[config.mk]
export PLATFORM = sky130hd
export DESIGN_NAME = dpr_ctl_flat
export DESIGN_NICKNAME = d
export VERILOG_FILES = /design/src/pkg/dpr_pkg.sv /design/src/pkg/dpr_ca_if.sv /design/src/logic/dpr_ctl.sv /design/src/flat_wrapper.sv
export SDC_FILE = /design/constraint.sdc
export NUM_CORES = 1
export LEC_CHECK = 0
export ABC_AREA = 0
export BUFFER_PORTS_ARGS = -buffer_cell sky130_fd_sc_hd__buf_2
export CAP_MARGIN = 20
export CORE_UTILIZATION = 58
export DETAILED_ROUTE_END_ITERATION = 6
export PLACE_DENSITY = 0.9
export SLEW_MARGIN = 20
export SYNTH_ARGS = -nofsm -noshare
export SYNTH_HDL_FRONTEND = slang
export SYNTH_SLANG_ARGS = --single-unit
[constraint.sdc]
create_clock -name pclk -period 4 [get_ports pclk]
set_input_delay 0.4 -clock pclk [delete_from_list [all_inputs] [get_ports pclk]]
set_output_delay 0.4 -clock pclk [all_outputs]
set_load 0.02 [all_outputs]
[src/pkg/dpr_pkg.sv]
package dpr_pkg;
  // -------------------------------------------------------------
  // clock and analog timings (ns), plain defaults
  // -------------------------------------------------------------
  localparam int TCK_NS   = 50;
  localparam int TRTP_NS  = 8;
  localparam int TWR_NS   = 15;
  localparam int TWTR_NS  = 8;
  localparam int TRPPB_NS = 18;
  localparam int TRPAB_NS = 21;
  localparam int TRAS_NS  = 42;
  localparam int TRC_NS   = 60;
  localparam int TRFC_NS  = 130;
  localparam int TREFI_NS = 7800;
  localparam int BL       = 8;
  localparam int WL       = 6;
  localparam int RL       = 10;

  function automatic int ru(input int t);
    int c;
    c = (t + TCK_NS - 1) / TCK_NS;
    return (c < 1) ? 1 : c;
  endfunction : ru

  function automatic int imax(input int a, input int b);
    return (a > b) ? a : b;
  endfunction : imax

  // -------------------------------------------------------------
  // cycle counts
  // -------------------------------------------------------------
  localparam int TW = 8;
  typedef logic [TW-1:0] dpr_tmr_t;

  localparam int C_RTP = ru(TRTP_NS);
  localparam int C_WR  = ru(TWR_NS);
  localparam int C_WTR = ru(TWTR_NS);

  localparam dpr_tmr_t T_CCD    = dpr_tmr_t'(BL / 2);
  localparam dpr_tmr_t T_RPPB   = dpr_tmr_t'(ru(TRPPB_NS));
  localparam dpr_tmr_t T_RPAB   = dpr_tmr_t'(imax(ru(TRPAB_NS),
                                              ru(TRPPB_NS)));
  localparam dpr_tmr_t T_RAS    = dpr_tmr_t'(ru(TRAS_NS));
  localparam dpr_tmr_t T_RC     = dpr_tmr_t'(ru(TRC_NS));
  localparam dpr_tmr_t T_RFC    = dpr_tmr_t'(ru(TRFC_NS));
  localparam dpr_tmr_t T_REFI   = dpr_tmr_t'(TREFI_NS / TCK_NS);
  localparam dpr_tmr_t T_RD2PRE = dpr_tmr_t'(BL/2 + imax(4, C_RTP) - 4);
  localparam dpr_tmr_t T_RD_AP  = dpr_tmr_t'(imax(BL/2, BL/2 - 4 + C_RTP));
  localparam dpr_tmr_t T_WR_DONE = dpr_tmr_t'(WL + BL/2 + 1);
  localparam dpr_tmr_t T_WR_AP  = dpr_tmr_t'(WL + BL/2 + 1 + C_WR);
  localparam dpr_tmr_t T_WR2PRE = dpr_tmr_t'(WL + BL/2 + C_WR + 1);
  localparam dpr_tmr_t T_WR2RD  = dpr_tmr_t'(WL + BL/2 + C_WTR + 1);
  localparam dpr_tmr_t T_RD2WR  = dpr_tmr_t'(RL + BL/2 + 1 - WL);
  // refresh spacing that keeps sixteen within two intervals
  localparam dpr_tmr_t T_REF2REF =
    dpr_tmr_t'((2 * TREFI_NS / TCK_NS + 15) / 16);

  function automatic dpr_tmr_t tmax(input dpr_tmr_t a, input dpr_tmr_t b);
    return (a > b) ? a : b;
  endfunction : tmax

  // -------------------------------------------------------------
  // command/address bus layout
  // -------------------------------------------------------------
  localparam int CAW    = 10;
  localparam int CA_AP  = 0;
  localparam int CA_RD  = 2;
  localparam int CA_ALL = 3;
  localparam int CA_AB  = 4;
  localparam int CA_BA0 = 7;
  localparam logic [1:0] ENC_ACT = 2'h2;
  localparam logic [1:0] ENC_RW  = 2'h1;
  localparam logic [3:0] ENC_PRE = 4'hB;
  localparam logic [2:0] ENC_REF = 3'h4;

  typedef enum logic [2:0] {
    OP_NOP  = 3'h0,
    OP_ACT  = 3'h1,
    OP_RD   = 3'h2,
    OP_WR   = 3'h3,
    OP_PRE  = 3'h4,
    OP_PREA = 3'h5,
    OP_REF  = 3'h6
  } dpr_op_e;

  // -------------------------------------------------------------
  // refresh credit and registers
  // -------------------------------------------------------------
  typedef logic signed [4:0] dpr_debt_t;
  localparam dpr_debt_t DEBT_MAX = 5'sh08;
  localparam dpr_debt_t DEBT_MIN = -5'sh08;

  localparam logic [7:0] ADDR_CMD  = 8'h00;
  localparam logic [7:0] ADDR_STAT = 8'h04;
  localparam logic [7:0] ADDR_CTRL = 8'h08;
  localparam int F_OP   = 0;
  localparam int F_BANK = 3;
  localparam int F_AP   = 4;
endpackage : dpr_pkg

[src/pkg/dpr_ca_if.sv]
`timescale 1ns/1ps
interface dpr_ca_if (
  input logic pclk,
  input logic presetn
);
  import dpr_pkg::*;
  logic           cs_n;
  logic [CAW-1:0] ca_r;
  logic [CAW-1:0] ca_f;

  modport dev (input pclk, input presetn, input cs_n,
               input ca_r, input ca_f);
  modport ctl (input pclk, input presetn, output cs_n,
               output ca_r, output ca_f);
endinterface : dpr_ca_if

[src/logic/dpr_ctl.sv]
`timescale 1ns/1ps
// Behaviour
// - precharge encoding with all flag, bank
// - all-bank precharge recovery no shorter than single-bank
// - read to precharge spacing formula
// - read-to-precharge time starts at last prefetch
// - no precharge before activate-to-precharge time
// - precharge to activate waits row precharge
// - write to precharge spacing formula
// - device writes whole prefetch groups of eight
// - auto-precharge bit keeps or closes bank
// - read auto-precharge at later point
// - write auto-precharge after write recovery
// - activate after auto-precharge: precharge, cycle times
// - no same-bank access after auto-precharge
// - write auto-precharge to other-bank spacing
// - precharges one clock apart, latest counts
// - never issue inside minimum delays
// - refresh encoding, all-bank select bit
// - refresh only with all banks idle
// - refresh zeroes pointer, leaves banks idle
// - refresh waits refresh and precharge times
// - average interval, at most eight postponed
// - at most eight pulled in early
// - at most sixteen per two intervals
module dpr_ctl (
  // clock and reset
  input  wire logic        pclk,
  input  wire logic        presetn,
  // apb slave
  input  wire logic        psel,
  input  wire logic        penable,
  input  wire logic        pwrite,
  input  wire logic [7:0]  paddr,
  input  wire logic [31:0] pwdata,
  output logic      [31:0] prdata,
  output logic             pready,
  output logic             pslverr,
  // command bus
  dpr_ca_if.ctl            ca
);
  import dpr_pkg::*;
  typedef enum logic [1:0] {
    RF_IDLE = 2'h0,
    RF_PREA = 2'h1,
    RF_REF  = 2'h2
  } dpr_rf_e;
  typedef struct packed {
    logic           cs_n;
    logic [CAW-1:0] ca_r;
    logic [CAW-1:0] ca_f;
    logic [31:0]    prdata;
    logic           pready;
    logic           pslverr;
    logic           pend;
    dpr_op_e        op;
    logic           bank;
    logic           ap;
    logic           ren;
    logic [1:0]     open;
    dpr_tmr_t [1:0] act_t;
    dpr_tmr_t [1:0] pre_t;
    dpr_tmr_t       rd_t;
    dpr_tmr_t       wr_t;
    dpr_tmr_t       ref_t;
    dpr_tmr_t       refi;
    dpr_debt_t      debt;
    dpr_rf_e        rf;
  } dpr_ctl_s;
  dpr_ctl_s r;
  dpr_ctl_s n;
  dpr_op_e  iop;
  logic     ib;
  logic     iap;
  logic     ok;
  logic     err;
  dpr_op_e  wop;
  // -------------------------------------------------------------
  // next state
  // -------------------------------------------------------------
  always_comb begin
    n         = r;
    n.cs_n    = 1'b1;
    n.ca_r    = '0;
    n.ca_f    = '0;
    n.pready  = 1'b0;
    n.pslverr = 1'b0;
    wop       = dpr_op_e'(pwdata[F_OP +: 3]);
    for (int b = 0; b < 2; b++) begin
      if (r.act_t[b] != '0) begin
        n.act_t[b] = r.act_t[b] - 1'b1;
      end
      if (r.pre_t[b] != '0) begin
        n.pre_t[b] = r.pre_t[b] - 1'b1;
      end
    end
    if (r.rd_t != '0) begin
      n.rd_t = r.rd_t - 1'b1;
    end
    if (r.wr_t != '0) begin
      n.wr_t = r.wr_t - 1'b1;
    end
    if (r.ref_t != '0) begin
      n.ref_t = r.ref_t - 1'b1;
    end
    if (r.refi == '0) begin
      n.refi = T_REFI - 1'b1;
      if (r.debt < DEBT_MAX) begin
        n.debt = r.debt + 5'sh01;
      end
    end else begin
      n.refi = r.refi - 1'b1;
    end
    // refresh sequencer: idle banks first, then refresh
    if (r.rf == RF_IDLE && r.ren &&
        (r.debt >= DEBT_MAX || (r.debt > 5'sh00 && !r.pend))) begin
      n.rf = (r.open != 2'h0) ? RF_PREA : RF_REF;
    end
    // pick the command: refresh owed in full preempts software
    iop = OP_NOP;
    ib  = r.bank;
    iap = r.ap;
    case (r.rf)
      RF_PREA: iop = OP_PREA;
      RF_REF:  iop = OP_REF;
      default: iop = r.pend ? r.op : OP_NOP;
    endcase
    // hold until the countdowns that gate this command are spent
    case (iop)
      OP_ACT:  ok = !r.open[ib] && r.act_t[ib] == '0 && r.ref_t == '0;
      OP_RD:   ok = r.open[ib] && r.rd_t == '0;
      OP_WR:   ok = r.open[ib] && r.wr_t == '0;
      OP_PRE:  ok = r.pre_t[ib] == '0;
      OP_PREA: ok = r.pre_t[0] == '0 && r.pre_t[1] == '0;
      // all idle, precharge and refresh done
      OP_REF:  ok = r.open == 2'h0 && r.act_t[0] == '0 &&
                    r.act_t[1] == '0 && r.ref_t == '0;
      default: ok = 1'b0;
    endcase
    if (ok) begin
      n.cs_n = 1'b0;
      case (iop)
        OP_ACT: begin
          n.ca_r[1:0]    = ENC_ACT;
          n.ca_r[CA_BA0] = ib;
          n.open[ib]     = 1'b1;
          n.pre_t[ib]    = tmax(n.pre_t[ib], T_RAS);
          n.act_t[ib]    = tmax(n.act_t[ib], T_RC);
        end
        OP_RD: begin
          n.ca_r[1:0]    = ENC_RW;
          n.ca_r[CA_RD]  = 1'b1;
          n.ca_r[CA_BA0] = ib;
          n.ca_f[CA_AP]  = iap;
          n.pre_t[ib]    = tmax(n.pre_t[ib], T_RD2PRE);
          n.rd_t         = tmax(n.rd_t, T_CCD);
          n.wr_t         = tmax(n.wr_t, T_RD2WR);
          if (iap) begin
            n.open[ib]  = 1'b0;
            n.act_t[ib] = tmax(n.act_t[ib], T_RD_AP + T_RPPB);
          end
        end
        OP_WR: begin
          n.ca_r[1:0]    = ENC_RW;
          n.ca_r[CA_BA0] = ib;
          n.ca_f[CA_AP]  = iap;
          n.pre_t[ib]    = tmax(n.pre_t[ib], T_WR2PRE);
          n.wr_t         = tmax(n.wr_t, T_CCD);
          n.rd_t         = tmax(n.rd_t, T_WR2RD);
          if (iap) begin
            n.open[ib]  = 1'b0;
            n.act_t[ib] = tmax(n.act_t[ib], T_WR_AP + T_RPPB);
          end
        end
        OP_PRE: begin
          n.ca_r[3:0]    = ENC_PRE;
          n.ca_r[CA_BA0] = ib;
          n.open[ib]     = 1'b0;
          n.act_t[ib]    = tmax(n.act_t[ib], T_RPPB);
        end
        OP_PREA: begin
          n.ca_r[3:0]   = ENC_PRE;
          n.ca_r[CA_AB] = 1'b1;
          n.open        = 2'h0;
          for (int b = 0; b < 2; b++) begin
            n.act_t[b] = tmax(n.act_t[b], T_RPAB);
          end
        end
        default: begin
          n.ca_r[2:0]    = ENC_REF;
          n.ca_r[CA_ALL] = 1'b1;
          // longer of refresh time and rate cap
          n.ref_t        = tmax(T_RFC, T_REF2REF);
          n.debt         = n.debt - 5'sh01;
        end
      endcase
      case (r.rf)
        RF_PREA: n.rf = RF_REF;
        RF_REF:  n.rf = RF_IDLE;
        default: n.pend = 1'b0;
      endcase
    end
    // -------------------------------------------------------------
    // apb registers
    // -------------------------------------------------------------
    // pull-in refused past eight ahead
    case (paddr)
      ADDR_CMD:  err = pwrite && (r.pend || wop > OP_REF ||
                       (wop == OP_REF && r.debt <= DEBT_MIN));
      ADDR_STAT: err = pwrite;
      ADDR_CTRL: err = 1'b0;
      default:   err = 1'b1;
    endcase
    if (psel && !penable) begin
      n.pready  = 1'b1;
      n.pslverr = err;
      case (paddr)
        ADDR_CMD:  n.prdata = {27'h0, r.ap, r.bank, r.op};
        ADDR_STAT: n.prdata = {23'h0, r.rf != RF_IDLE, r.debt,
                               r.open, r.pend};
        ADDR_CTRL: n.prdata = {31'h0, r.ren};
        default:   n.prdata = 32'h0;
      endcase
    end
    // write takes effect only on the completing edge; a stale
    // pull-in check is redone here so credit never overruns
    if (psel && penable && r.pready && pwrite && !r.pslverr &&
        !err) begin
      if (paddr == ADDR_CMD) begin
        n.pend = 1'b1;
        n.op   = wop;
        n.bank = pwdata[F_BANK];
        n.ap   = pwdata[F_AP];
      end else if (paddr == ADDR_CTRL) begin
        n.ren = pwdata[0];
      end
    end
  end
  always_ff @(posedge pclk or negedge presetn) begin
    if (!presetn) begin
      r      <= '0;
      r.cs_n <= 1'b1;
      r.refi <= T_REFI - 1'b1;
      r.ren  <= 1'b1;
    end else begin
      r <= n;
    end
  end
  assign ca.cs_n = r.cs_n;
  assign ca.ca_r = r.ca_r;
  assign ca.ca_f = r.ca_f;
  assign prdata  = r.prdata;
  assign pready  = r.pready;
  assign pslverr = r.pslverr;
endmodule : dpr_ctl

[src/flat_wrapper.sv]
// flat-port wrapper written by rule: the top's interface ports become plain ports
module dpr_ctl_flat import dpr_pkg::*;
  (pclk, presetn, psel, penable, pwrite, paddr, pwdata, prdata, pready, pslverr, ca_cs_n, ca_ca_r, ca_ca_f);
  dpr_ca_if ca_i (.pclk(pclk), .presetn(presetn));
  input  wire logic pclk;
  input  wire logic presetn;
  input  wire logic psel;
  input  wire logic penable;
  input  wire logic pwrite;
  input  wire logic [7:0] paddr;
  input  wire logic [31:0] pwdata;
  output logic      [31:0] prdata;
  output logic pready;
  output logic pslverr;
  output wire logic [$bits(ca_i.cs_n)-1:0] ca_cs_n;
  output wire logic [$bits(ca_i.ca_r)-1:0] ca_ca_r;
  output wire logic [$bits(ca_i.ca_f)-1:0] ca_ca_f;
  assign ca_cs_n = ca_i.cs_n;
  assign ca_ca_r = ca_i.ca_r;
  assign ca_ca_f = ca_i.ca_f;
  dpr_ctl u_core (.pclk(pclk), .presetn(presetn), .psel(psel), .penable(penable), .pwrite(pwrite), .paddr(paddr), .pwdata(pwdata), .prdata(prdata), .pready(pready), .pslverr(pslverr), .ca(ca_i));
endmodule
### Word-level counts from Yosys, hierarchy flattened

Cells that the tools add are included.

* register bits after elaboration: 99
* input port bits: 45
* output and inout port bits: 55
* word-level logic and storage cells: 208

* add/sub/neg operators: 10
* $lt $le $gt $ge: 20
* eq/ne operators: 13
* mux-type cells: 78
* bitwise operators: 4
* reductions and logical operators: 61

Operators by type and width (number)
* 8-bit two-way mux: 31
* 16-bit bitwise mux: 7
* 18-bit case mux with 5 select lines: 1
* 8-bit logical NOT: 11
* 8-bit by 1-bit subtractor with 8-bit output (second input constant): 8
* 56-bit two-way mux: 1
* 8-bit nonzero test: 7
* 16-bit case mux with 3 select lines: 1
* 18-bit two-way mux: 2
* 8-bit by 1-bit greater-than comparator with 1-bit output (second input constant): 4
* 8-bit by 3-bit greater-than comparator with 1-bit output (second input constant): 4
* 8-bit by 4-bit greater-than comparator with 1-bit output (second input constant): 4
* 16-bit case mux with 2 select lines: 1
* 9-bit case mux with 3 select lines: 1
* 1-bit logical AND: 20
* 5-bit two-way mux: 4
* 1-bit two-way mux: 15
* 7-bit two-way mux: 2
* 3-bit == test (second input constant): 4
* 8-bit demux with 1-bit select: 1
* 8-bit by 3-bit == test with 1-bit output (second input constant): 1
* 8-bit by 4-bit == test with 1-bit output (second input constant): 1
* 8-bit by 2-bit greater-than comparator with 1-bit output (second input constant): 1
* 4-bit OR reduction: 2
* 38 further kinds: 52

### Logic depth before layout (Yosys ltp)

* word-level depth: 10
* gate-level depth with buffers: 12
* gate-level depth less buffers: 10

### Worst setup path before layout

Ideal clock, no wire load.

* path kind: register to register
* from: register u_core.r[25] (netlist bit)
* to: register u_core.r[25] (netlist bit)
* setup time: 0.125 ns
* arrival time: 2.676 ns
* required time: 3.875 ns
* setup slack: 1.200 ns
* cell stages (with the launch flop): 7
* path buffers: 0
* period minus slack after synthesis: 2.800 ns
* path through: dfrtp_1 > or4_1 > nor4_1 > mux2_2 > or4b_2 > or3_4 > a21boi_1

RTL lines
* from (decl): line dpr_ctl.sv:70 `dpr_ctl_s r;`
* from (signal assigned): line dpr_ctl.sv:246 `r <= n;`

==> results.yml <==
outcome:
  status: "complete, no violations"
logic_synthesis:
  yosys.area.top_type: "dfrtp_1"
  yosysMostFrequentCell: "dfrtp_1"
  ys_types: 75
  ys.flop_type: "dfrtp_1"
  synth_common_cells: "dfrtp_1 (92), nand2_1 (68), nor2_1 (55)"
  synth_seq_cells: 99
  synth.top_cell.area_share: 0.3513
  avgSynthCellArea_um2: 8.891
  async_flop_share: 1.000
  synth_area_mm2: 0.006553
  yosys_warnings: 0
  synth_seq_area_share: 0.3794
  ys_top_cells_by_area: "dfrtp_1 (35%), buf_4 (6.0%), ha_1 (4.0%)"
  syn_inst: 737
  synth_edf_count: 0
timing:
  fmax_mhz: 287.4
  post-route-min-period_ps: 3479
  relSlewSlack: 0.3745
  tightest_slew_ps: 938.2
  hold_slack_ps: 195.7
  finClkSkew_ps: 6.966
  hold_violations: 0
  tns_ps: 0
  grt_setup_unrepaired: "false"
  finalCritPeriodShare: 0.8698
  setup_viol: 0
  slew_viol_final: 0
cells_and_area:
  final_core_util: 0.6308
  diodes: 0
  nets: 818
  drive_gt1_frac: 0.1268
  num-fill-cells: 842
  area_growth_pct: 5.270
setup_path:
  worstSetupPathType: "reg2reg"
  crit_arrival_ps: 3710
  cpMostUsedCell: "nor3_1"
  cp.required_ps: 4230
  critPathCaptureType: "flop"
  cp-start-kind: "flop"
  cp_max_fo: 13
  max_stage_delay_ps: 690
  crit_slowest_cell: "nor4bb_1"
  path_cells: "inv_1 > ha_1 > nor4bb_1 > a2bb2o_1 > nor3_1 > nor3_1 > o21ai_4 > inv_2 > or3_4 > a21boi_1"
place:
  gp_congestion: 0.9257
  dp_hpwl_mm: 10.22
  port_buffers: 36
clocking:
  cts-htree-levels: 3
  path_clk_slew_ps: 70
  postCtsSetupBuffers: 0
  clock-sinks: 99
  numCtsBuffers: 9
  cts_tree: "done"
  clk_latency_ps: 350
  ctsHoldBuffers: 0
  clockBufferDepth: 2
  clockRootBuffer: "clkbuf_16"
  cts_resized: 0
drt:
  vias: 5523
  routed.top_layer: "met4"
  antenna_left: 0
  drc: 0
  dr.pass1.iters: 5
  vias_per_cell: 6.157
  drt-met1-wl_mm: 6.104
  wl_per_cell_um: 15.97
  dr_wl_met3_um: 960
  wl_met2_mm: 6.992
  drt-initial-drc-count: 410
  finalWirelength_mm: 14.32
power:
  vdd_drop_max_uv: 458.7
  power.density_mw_per_mm2: 493.9
  leakage_nw: 3.203
die:
  fp.dieW_um: 108.3
  rows: 38
  initial_utilization: 0.5992
  core_area_mm2: 0.01094
  ioPinCount: 100
  die_h_um: 108.3
  die_area_mm2: 0.01173
global_route:
  grt_pass1_wl_mm: 22.58
  grtUsageTotal: 0.2440
  grt_overflow: 0
  grt_pass1_vias: 4758
  antenna_found_initial: 0
  grt_max_degree: 77
flow_run:
  max_cap_viol_count: 0
hold_path:
  min_path_type: "in2async"
per-stage QoR:
stage | setup slack, ps | power (mW) | instances | cell area [um^2]
floorplan | 1200 | 2.300 | 772 | 6684
global placement | 766.1 | 2.488 | 881 | 6618
detailed placement | 688.8 | 2.553 | 881 | 6618
CTS | 628.2 | 3.389 | 897 | 6898
global route | 421.7 | 3.597 | 897 | 6898
finish | 520.9 | 3.407 | 897 | 6898
power by group:
| part | switching (mW) | internal (mW) | leakage [nW] |
|---|---|---|---|
| sequential | 0.234 | 1.17 | 1.28 |
| combinational | 0.673 | 0.496 | 1.80 |
| clock | 0.405 | 0.429 | 0.127 |
| total | 1.31 | 2.09 | 3.20 |
cells in the final DEF, fill, tap and decap left out, types with 8 or more instances in the layout:
master,netlist,final
a21oi_1,36,36
a31oi_1,8,8
and2_1,8,8
buf_2,3,35
buf_4,52,8
clkbuf_16,0,9
conb_1,1,36
dfrtp_1,92,92
ha_1,21,21
inv_1,44,44
mux2_2,11,11
mux2i_1,14,14
nand2_1,68,68
nand2b_1,8,8
nand3_1,14,14
nand4_1,9,9
nor2_1,55,55
nor3_1,26,26
nor4_1,10,10
o21ai_0,27,27
o21ai_1,11,11
o31ai_1,11,11
or3_1,9,9
or4_1,12,12
xnor2_1,26,26
xor2_1,9,9
layout make-up:
cell class                      count  area [um^2]  area share
Clock inverter                      6        51.30    0.007437
Inverter                           45        168.9     0.02449
Tap cell                          140        175.2     0.02539
Sequential cell                    99         2486      0.3604
Clock buffer                       10        229.0     0.03319
Timing Repair Buffer               43        235.2     0.03410
Multi-Input combinational cell    554         3552      0.5150
sequential cells by signal (all words and copies together), names as in the netlist:
register and cells:
u_core.r 78, u_core.prdata 9, u_core.ca.ca_r 6, u_core.ca.ca_f 1
u_core.ca.cs_n 1, u_core.iap 1, u_core.ib 1, u_core.pready 1
u_core.pslverr 1
critical path: cells and delay by family (launching register included):
family,cells,cell delay (ps)
AOI/OAI and AO/OA,3,690
DFF,1,370
and+or+nand+nor,4,1580
buffers and inverters,2,260
adders and majority gates,1,450
cell families after synthesis:
kind of cell | after synthesis | synth area share
simple gates | 270 | 0.2215
compound gates | 166 | 0.1711
buf+inv | 119 | 0.09853
flops | 99 | 0.3794
xor+xnor | 35 | 0.04678
mux | 26 | 0.04201
fa+ha+maj | 21 | 0.04010
other cells | 1 | 0.0005723
final timing paths:
| check | from | endpoint | slack [ps] | cells after the start |
|---|---|---|---|---|
| setup / recovery | u_core.r[0] | u_core.r[25] | 520 | 10 |
| hold / removal | presetn | u_core.r[9] | 200 | 1 |
| setup reg to reg | u_core.r[0] | u_core.r[25] | 520 | 10 |
| hold reg to reg | u_core.r[7] | u_core.r[7] | 470 | 1 |
| max in group asynchronous | presetn | u_core.r[57] | 2930 | 2 |
| min in group pclk | pwdata[4] | u_core.iap | 300 | 2 |
routing by layer:
metal  up-vias  track usage
met5         -            0
met4         0      0.08108
met3        31      0.04099
met2       233       0.3954
met1      2650       0.3324
li1       2609            -
No activity file was read; power rests on OpenSTA's default activity.
